===== src/core/supply_integrity_consts.svh =====
`ifndef SUPPLY_INTEGRITY_CONSTS_SVH
`define SUPPLY_INTEGRITY_CONSTS_SVH

// Register addresses on the byte-wide register port
`define ADDR_INTEGRITY 8'h3A
`define ADDR_EVENT 8'h3B
`define ADDR_EVENT_MASK 8'h3C
`define ADDR_CAUSE 8'h3D

// Field positions in integrity_control_status
`define BIT_IRQ_EN 0
`define BIT_WARN 1
`define BIT_UV_FLAG 2
`define BIT_LOCK 3

// Field positions in the event status and mask registers
`define EV_WARN 0
`define EV_UV_RESET 1
`define EV_UNLOCK 2
`define EV_WATCHDOG 3
`define EVENT_W 4

// Field position in the reset cause register
`define BIT_WDG_FLAG 0

// Reset values
`define INTEGRITY_RESET 8'h00
`define EVENT_RESET 4'h0
`define MASK_RESET 4'h0
`define RDATA_IDLE 8'h00

`endif


===== src/core/supply_integrity_pkg.sv =====
package supply_integrity_pkg;

  // Detector threshold chosen by the option setting
  typedef enum logic [1:0] {
    THR_LOW = 2'b00,
    THR_MEDIUM = 2'b01,
    THR_HIGH = 2'b10
  } threshold_t;

  // Option capture sequence after reset release
  typedef enum logic [1:0] {
    CFG_CAPTURE = 2'b01,
    CFG_RUN = 2'b10
  } cfg_state_t;

endpackage : supply_integrity_pkg


===== src/core/supply_integrity_monitor.sv =====
`timescale 1ns/10ps
`include "supply_integrity_consts.svh"

module supply_integrity_monitor
  import supply_integrity_pkg::*;
(
  // Clock and reset
  input wire logic clk_i,
  input wire logic rst_i,
  // Register port
  input wire logic [7:0] addr_i,
  input wire logic [7:0] wdata_i,
  input wire logic wr_i,
  input wire logic rd_i,
  output logic [7:0] rdata_o,
  // Analog detector outputs, asynchronous
  input wire logic uv_low_i,
  input wire logic warn_cmp_i,
  input wire logic pll_lock_i,
  // Option settings, static
  input wire logic detector_enable_i,
  input wire logic [1:0] threshold_sel_i,
  // Other reset sources, one-cycle pulses on clk_i
  input wire logic watchdog_reset_i,
  input wire logic ext_reset_i,
  // Core power mode and interrupt acknowledge
  input wire logic wait_mode_i,
  input wire logic halt_mode_i,
  input wire logic warn_irq_ack_i,
  // Reset outputs, reset pin is open drain
  output logic chip_reset_o,
  output logic reset_pin_o,
  output logic reset_pin_oe_o,
  // Detector configuration to the analog side
  output logic detector_enable_o,
  output logic [1:0] threshold_o,
  // Interrupts and wake
  output logic warn_irq_o,
  output logic wake_o,
  output logic event_irq_o
);

  // Two-stage synchronisers for the analog comparators and the lock
  logic [2:0] sync_meta;
  logic [2:0] sync_q;
  logic sync_uv;
  logic sync_warn;
  logic sync_lock;

  always_ff @(posedge clk_i or posedge rst_i) begin
    if (rst_i) begin
      sync_meta <= 3'h0;
      sync_q <= 3'h0;
    end else begin
      sync_meta <= {pll_lock_i, warn_cmp_i, uv_low_i};
      sync_q <= sync_meta;
    end
  end

  assign sync_uv = sync_q[0];
  assign sync_warn = sync_q[1];
  assign sync_lock = sync_q[2];

  // Option capture; the strap is caught by a clock edge after release
  cfg_state_t cfg_state;
  cfg_state_t next_cfg_state;
  logic opt_enable;
  logic next_opt_enable;
  threshold_t opt_threshold;
  threshold_t next_opt_threshold;

  always_comb begin
    next_cfg_state = cfg_state;
    next_opt_enable = opt_enable;
    next_opt_threshold = opt_threshold;
    case (cfg_state)
      CFG_CAPTURE: begin
        next_opt_enable = detector_enable_i;
        case (threshold_sel_i)
          2'h1: next_opt_threshold = THR_MEDIUM;
          2'h2: next_opt_threshold = THR_HIGH;
          default: next_opt_threshold = THR_LOW; // Unused code falls back to low
        endcase
        next_cfg_state = CFG_RUN;
      end
      CFG_RUN: begin
        next_cfg_state = CFG_RUN; // Held until the next reset
      end
      default: begin
        next_cfg_state = CFG_CAPTURE;
      end
    endcase
  end

  always_ff @(posedge clk_i or posedge rst_i) begin
    if (rst_i) begin
      cfg_state <= CFG_CAPTURE;
      opt_enable <= 1'b0;
      opt_threshold <= THR_LOW;
    end else begin
      cfg_state <= next_cfg_state;
      opt_enable <= next_opt_enable;
      opt_threshold <= next_opt_threshold;
    end
  end

  // Qualified detector levels; nothing is trusted until options are in
  logic uv_active;
  logic warn_live;
  logic system_reset;

  assign uv_active = opt_enable & sync_uv;
  assign warn_live = opt_enable & sync_warn;
  assign system_reset = uv_active | watchdog_reset_i | ext_reset_i;

  // Register port decode; writes are ignored in halt since state is frozen
  logic wr_integrity;
  logic wr_mask;
  logic wr_cause;
  logic rd_event;
  logic wdata_irq_en;

  assign wr_integrity = wr_i & ~halt_mode_i & (addr_i == `ADDR_INTEGRITY);
  assign wr_mask = wr_i & ~halt_mode_i & (addr_i == `ADDR_EVENT_MASK);
  assign wr_cause = wr_i & ~halt_mode_i & (addr_i == `ADDR_CAUSE);
  assign rd_event = rd_i & (addr_i == `ADDR_EVENT);
  assign wdata_irq_en = wdata_i[`BIT_IRQ_EN];

  // Integrity state, flags and interrupt pending
  logic ctl_irq_en;
  logic next_ctl_irq_en;
  logic warn_status;
  logic next_warn_status;
  logic lock_status;
  logic next_lock_status;
  logic uv_flag;
  logic next_uv_flag;
  logic wdg_flag;
  logic next_wdg_flag;
  logic uv_active_q;
  logic next_warn_pending;
  logic warn_toggle;
  logic warn_set;

  always_comb begin
    // Halt freezes the visible copies; the comparator keeps running
    next_warn_status = halt_mode_i ? warn_status : warn_live;
    next_lock_status = halt_mode_i ? lock_status : sync_lock;
    warn_toggle = next_warn_status != warn_status;
    // Both edges of the warning count, gated by the enable bit
    warn_set = warn_toggle & ctl_irq_en & ~system_reset;

    next_ctl_irq_en = ctl_irq_en;
    if (system_reset) begin
      next_ctl_irq_en = 1'b0;
    end else if (wr_integrity) begin
      next_ctl_irq_en = wdata_irq_en;
    end

    // A new toggle beats an acknowledge in the same cycle
    next_warn_pending = warn_irq_o;
    if (system_reset) begin
      next_warn_pending = 1'b0;
    end else if (warn_set) begin
      next_warn_pending = 1'b1;
    end else if (warn_irq_ack_i) begin
      next_warn_pending = 1'b0;
    end

    // Other reset kinds do not touch this flag
    next_uv_flag = uv_flag;
    if (uv_active) begin
      next_uv_flag = 1'b1;
    end else if (wr_integrity && !wdata_i[`BIT_UV_FLAG]) begin
      next_uv_flag = 1'b0;
    end

    // Undervoltage has priority and wipes the watchdog trace
    next_wdg_flag = wdg_flag;
    if (uv_active) begin
      next_wdg_flag = 1'b0;
    end else if (watchdog_reset_i) begin
      next_wdg_flag = 1'b1;
    end else if (wr_cause && !wdata_i[`BIT_WDG_FLAG]) begin
      next_wdg_flag = 1'b0;
    end
  end

  always_ff @(posedge clk_i or posedge rst_i) begin
    if (rst_i) begin
      ctl_irq_en <= 1'b0;
      warn_status <= 1'b0;
      lock_status <= 1'b0;
      uv_flag <= 1'b0;
      wdg_flag <= 1'b0;
      uv_active_q <= 1'b0;
      warn_irq_o <= 1'b0;
    end else begin
      ctl_irq_en <= next_ctl_irq_en;
      warn_status <= next_warn_status;
      lock_status <= next_lock_status;
      uv_flag <= next_uv_flag;
      wdg_flag <= next_wdg_flag;
      uv_active_q <= uv_active;
      warn_irq_o <= next_warn_pending;
    end
  end

  // Sticky event status, cleared by reading it; a new event wins the clear
  logic [`EVENT_W-1:0] event_status;
  logic [`EVENT_W-1:0] next_event_status;
  logic [`EVENT_W-1:0] event_mask;
  logic [`EVENT_W-1:0] next_event_mask;
  logic [`EVENT_W-1:0] event_set;

  always_comb begin
    event_set = `EVENT_RESET;
    event_set[`EV_WARN] = warn_toggle;
    event_set[`EV_UV_RESET] = uv_active & ~uv_active_q;
    event_set[`EV_UNLOCK] = lock_status & ~next_lock_status;
    event_set[`EV_WATCHDOG] = watchdog_reset_i & ~uv_active;
    next_event_status = (rd_event ? `EVENT_RESET : event_status) | event_set;
    next_event_mask = wr_mask ? wdata_i[`EVENT_W-1:0] : event_mask;
  end

  always_ff @(posedge clk_i or posedge rst_i) begin
    if (rst_i) begin
      event_status <= `EVENT_RESET;
      event_mask <= `MASK_RESET;
    end else begin
      event_status <= next_event_status;
      event_mask <= next_event_mask;
    end
  end

  // Read mux; data stand only in the cycle after the strobe
  logic [7:0] integrity_view;
  logic [7:0] next_rdata;

  always_comb begin
    integrity_view = `INTEGRITY_RESET; // Reserved bits stay zero
    integrity_view[`BIT_IRQ_EN] = ctl_irq_en;
    integrity_view[`BIT_WARN] = warn_status;
    integrity_view[`BIT_UV_FLAG] = uv_flag;
    integrity_view[`BIT_LOCK] = lock_status;
    next_rdata = `RDATA_IDLE;
    if (rd_i) begin
      case (addr_i)
        `ADDR_INTEGRITY: next_rdata = integrity_view;
        `ADDR_EVENT: next_rdata = {4'h0, event_status};
        `ADDR_EVENT_MASK: next_rdata = {4'h0, event_mask};
        `ADDR_CAUSE: next_rdata = {7'h00, wdg_flag};
        default: next_rdata = `RDATA_IDLE; // Unmapped reads return zero
      endcase
    end
  end

  // Output registers; the reset pin only ever drives low
  logic next_wake;
  logic next_event_irq;

  always_comb begin
    // Halt wake is left to other sources
    next_wake = next_warn_pending & wait_mode_i & ~halt_mode_i;
    next_event_irq = |(next_event_status & next_event_mask);
  end

  always_ff @(posedge clk_i or posedge rst_i) begin
    if (rst_i) begin
      rdata_o <= `RDATA_IDLE;
      chip_reset_o <= 1'b0;
      reset_pin_o <= 1'b0;
      reset_pin_oe_o <= 1'b0;
      detector_enable_o <= 1'b0;
      threshold_o <= THR_LOW;
      wake_o <= 1'b0;
      event_irq_o <= 1'b0;
    end else begin
      rdata_o <= next_rdata;
      chip_reset_o <= uv_active;
      reset_pin_o <= 1'b0;
      reset_pin_oe_o <= uv_active;
      detector_enable_o <= next_opt_enable;
      threshold_o <= next_opt_threshold;
      wake_o <= next_wake;
      event_irq_o <= next_event_irq;
    end
  end
endmodule : supply_integrity_monitor


===== config.mk =====
export PLATFORM = sky130hd
export DESIGN_NAME = supply_integrity_monitor
export DESIGN_NICKNAME = d
export VERILOG_FILES = /design/src/core/supply_integrity_pkg.sv /design/src/core/supply_integrity_monitor.sv
export VERILOG_INCLUDE_DIRS = /design/src /design/src/core
export SDC_FILE = /design/constraint.sdc
export NUM_CORES = 1
export LEC_CHECK = 0
export BUFFER_PORTS_ARGS = -buffer_cell sky130_fd_sc_hd__buf_2
export CORE_MARGIN = 2
export CORE_UTILIZATION = 30
export CTS_CLUSTER_SIZE = 25
export DETAILED_ROUTE_END_ITERATION = 8
export PLACE_DENSITY = 0.61
export SLEW_MARGIN = 20
export SYNTH_ARGS = -nofsm -noshare
export SYNTH_HDL_FRONTEND = slang
export SYNTH_SLANG_ARGS = --single-unit

===== constraint.sdc =====
create_clock -name clk_i -period 1.2 [get_ports clk_i]
set_clock_uncertainty 0.15 [all_clocks]
set_input_delay 0.12 -clock clk_i [delete_from_list [all_inputs] [get_ports clk_i]]
set_output_delay 0.12 -clock clk_i [all_outputs]
set_load 0.005 [all_outputs]

==> run summary <==
## Finish
• **# nets final** 218
• **fraction of final layout cells with drive strength greater than 1** 0.481
• **final design area excluding fillers** 2040 µm²
• **area of all sequential standard cells** 802 µm²
• **number of non-filler instances in the completed layout** 239
• **number of antenna repair diodes** 0
• **Multi-input gate area** 546 µm²
• **fillers** 406
• **synthesis-to-finish area growth** 50.9%
• **final core utilization** 0.468

## Worst setup path
• **data arrival time at the worst-slack endpoint** 1.39 ns
• **endpoint required time on the critical path** 1.24 ns
• **Worst setup SP type** flip-flop
• **logic depth of the worst register-to-register path** 4
• **crit path capture type** flip-flop
• **launch point of the worst path** detector_enable_o
• **critical path type** flip-flop to flip-flop
• **largest fanout on the critical path** 3
• **worst reg2reg startpoint** detector_enable_o

## Synthesis
• **Gate Count Post-Synth** 112
• **Most used DFF post-synth** sky130_fd_sc_hd__dfrtp_1
• **top area cells in the synthesized netlist** sky130_fd_sc_hd__dfrtp_1 (57%), sky130_fd_sc_hd__buf_4 (3.3%), sky130_fd_sc_hd__mux2_2 (3.3%)
• **Cell variety after synth** 36
• **post-synthesis async set-or-reset flop share** 1.00
• **number of flops mapped to enable cells by yosys** 0
• **synthesized flop and latch total** 32
• **fraction of synthesized cell area taken by the top area cell type** 0.574
• **post-synthesis average cell area** 12.1 µm²
• **Synth warnings** 0
• **mapped cell area** 1350 µm²
• **cell type contributing the most total cell area after synthesis** sky130_fd_sc_hd__dfrtp_1
• **share of synthesized area occupied by flip-flops and latches** 0.594
• **most numerous cell types in the synthesized netlist** sky130_fd_sc_hd__dfrtp_1 (31), sky130_fd_sc_hd__nand2_1 (12), sky130_fd_sc_hd__inv_1 (9)
• **count leader, synth** sky130_fd_sc_hd__dfrtp_1

## Floorplanning
• **CORE AREA** 4350 µm²
• **Chip Height** 71.1 µm
• **area of the die** 5060 µm²
• **width of the die** 71.1 µm
• **floorplan row count** 24
• **starting utilization of the core area** 0.310
• **Boundary Pins** 48

## Route
• **count of routing violations after the opening detailed-route iteration** 63
• **DR vias/cell** 4.63
• **wire length per cell after detailed routing** 13.0 µm
• **DRC errors left** 0
• **total via count after detailed routing** 1,106
• **final routed wirelength across all metal layers** 3.10 mm
• **remaining antenna violation count after routing** 0
• **first-pass iteration count of the detailed router** 4

## Run
• **max capacitance violation total** 0

## STA
• **worst slack on hold paths** -0.0344 ns
• **setup repair after global routing missed its margin** true
• **Worst Setup Slack, final** -0.146 ns
• **final hold violation count** 3
• **final-report max-slew violation count** 0
• **maximum clock frequency** 743 MHz
• **final total negative setup slack** -0.458 ns
• **final clock period utilization by the worst path** 1.12
• **Final setup violation count** 6
• **minimum period implied by the final worst setup slack** 1.35 ns

## Global routing
• **pin count of the biggest net entering global routing** 18
• **grt ovf** 0
• **most utilized layer in the global route result** met2
• **global-route usage over all layers** 0.132
• **met2 Resource Use GR** 0.219
• **global routing met1 resource utilization** 0.163
• **routing usage on met3** 0.0470
• **global-route wire length before repair** 5.20 mm
• **via count of the first global-routing pass** 1,135
• **number of antenna violations at the first check in global routing** 0

## Pwr
• **P_leak** 0.980 nW
• **proportion of power drawn by flip-flops and latches** 0.454
• **net load switching power** 515 µW
• **total power consumption of the routed design** 2.50 mW
• **combinational share of power** 0.103
• **Power Density** 1230 nW/µm²
• **Clock Power Share** 0.443
• **peak supply drop** 0.000954 V
• **switching power as a share of total power** 0.206
• **Int Power** 1.99 mW

## Placed design
• **Placed Instances** 215
• **placed cell area** 1720 µm²
• **quantity of I/O buffers inserted on ports** 38
• **placement-stage worst setup slack** -0.382 ns
• **placed wire-length estimate after detailed placement** 2.31 mm
• **GP Congestion** 0.814

## Clocking
• **number of CTS-inserted buffers** 5
• **Worst-Skew Late Latency** 0.28 ns
• **clock sink count** 32
• **hold bufs inserted after CTS** 12
• **root buf cell** sky130_fd_sc_hd__clkbuf_8
• **number of buffers between clock root and the deepest sink** 2
• **H-Tree Depth** 2
• **Reg clk slew, reported paths** 0.07 ns
• **clock tree from TritonCTS** done

## Outcome
• **run status** finished with violations
• **failing checks** negative hold slack, negative setup slack

## Hold path
• **cell count of the worst hold path** 2
• **class of the tightest hold or removal check** input pin to flip-flop
• **hold path startpoint** wdata_i[3]

path summary, 6_finish.rpt:
check | slack [ns] | endpoint
max in group asynchronous | 0.40 | cfg_state[0]
worst min-delay path | -0.03 | event_mask[3]
min in group asynchronous | 0.25 | detector_enable_o
worst max-delay path | -0.15 | wake_o
worst min register to register | 0.21 | sync_q[0]
worst max register to register | -0.15 | wake_o
area by class of cell:
| class | count | share of cell area |
|---|---|---|
| repair buffers | 70 | 0.229 |
| clock inverters | 1 | 0.0147 |
| well taps | 52 | 0.0319 |
| inverters | 9 | 0.0166 |
| multi-input cells | 68 | 0.267 |
| clock buffers | 7 | 0.0472 |
| flip-flops and latches | 32 | 0.393 |
worst max-delay path, stage by stage, from the launching register on:
cell and delay (ns):
sky130_fd_sc_hd__dfrtp_1 0.41, sky130_fd_sc_hd__nand2_2 0.08, sky130_fd_sc_hd__inv_2 0.04, sky130_fd_sc_hd__or3_4 0.34, sky130_fd_sc_hd__nor4b_2 0.24
timing repair:
action / 4_1_cts / 5_1_grt
setup endpoints to repair: 7 / 12
pin swaps: 9 / 10
gates resized for setup: 6 / 8
buffers inserted: 3 / 2
endpoints found under the hold margin: 48 / 3
layer usage:
| metal | up-vias | share of wire |
|---|---|---|
| met5 | - | 0 |
| met1 | 525 | 0.43 |
| met2 | 49 | 0.49 |
| li1 | 526 | - |
| met3 | 6 | 0.074 |
| met4 | 0 | 0.010 |
power by group through the flow:
stage	clock (mW)	sequential, mW	combinational [mW]
6_report	1.11	1.14	0.259
3_3_place_gp	0	1.15	0.211
3_5_place_dp	0	1.15	0.216
2_1_floorplan	0	1.15	0.101
5_1_grt	1.20	1.14	0.285
4_1_cts	1.14	1.13	0.256
registers in the layout, indices dropped and copies added, names as in the netlist, 2 cells and up:
| name | flops |
|---|---|
| threshold_o | 2 |
| event_status | 4 |
| event_mask | 4 |
| rdata_o | 4 |
| sync_q | 3 |
| cfg_state | 2 |
| sync_meta | 3 |
cells in the final DEF, fill, tap and decap left out, drive strengths merged, types with 2 or more instances in the layout:
cell type / netlist / layout
nand2: 12 / 12
mux2: 5 / 5
nand4: 2 / 2
buf: 6 / 58
nand3b: 2 / 2
a21oi: 4 / 4
nor2b: 3 / 3
a22oi: 5 / 5
inv: 9 / 9
a22o: 2 / 2
dlygate4sd3: 0 / 12
nor3b: 2 / 2
dfrtp: 31 / 31
clkbuf: 1 / 7
o21ai: 6 / 6
a211oi: 4 / 4
conb: 1 / 5
nor2: 2 / 2
logic make-up after synthesis:
logic type,share of synthesized area
AO/OA/AOI/OAI,0.121
multiplexers,0.0518
adder cells (fa/ha/maj),0.00926
other,0.00278
AND/OR/NAND/NOR,0.154
flip-flops,0.594
XOR/XNOR,0.00648
buffers and inverters,0.0611
Power figures use the tool's default switching activity.
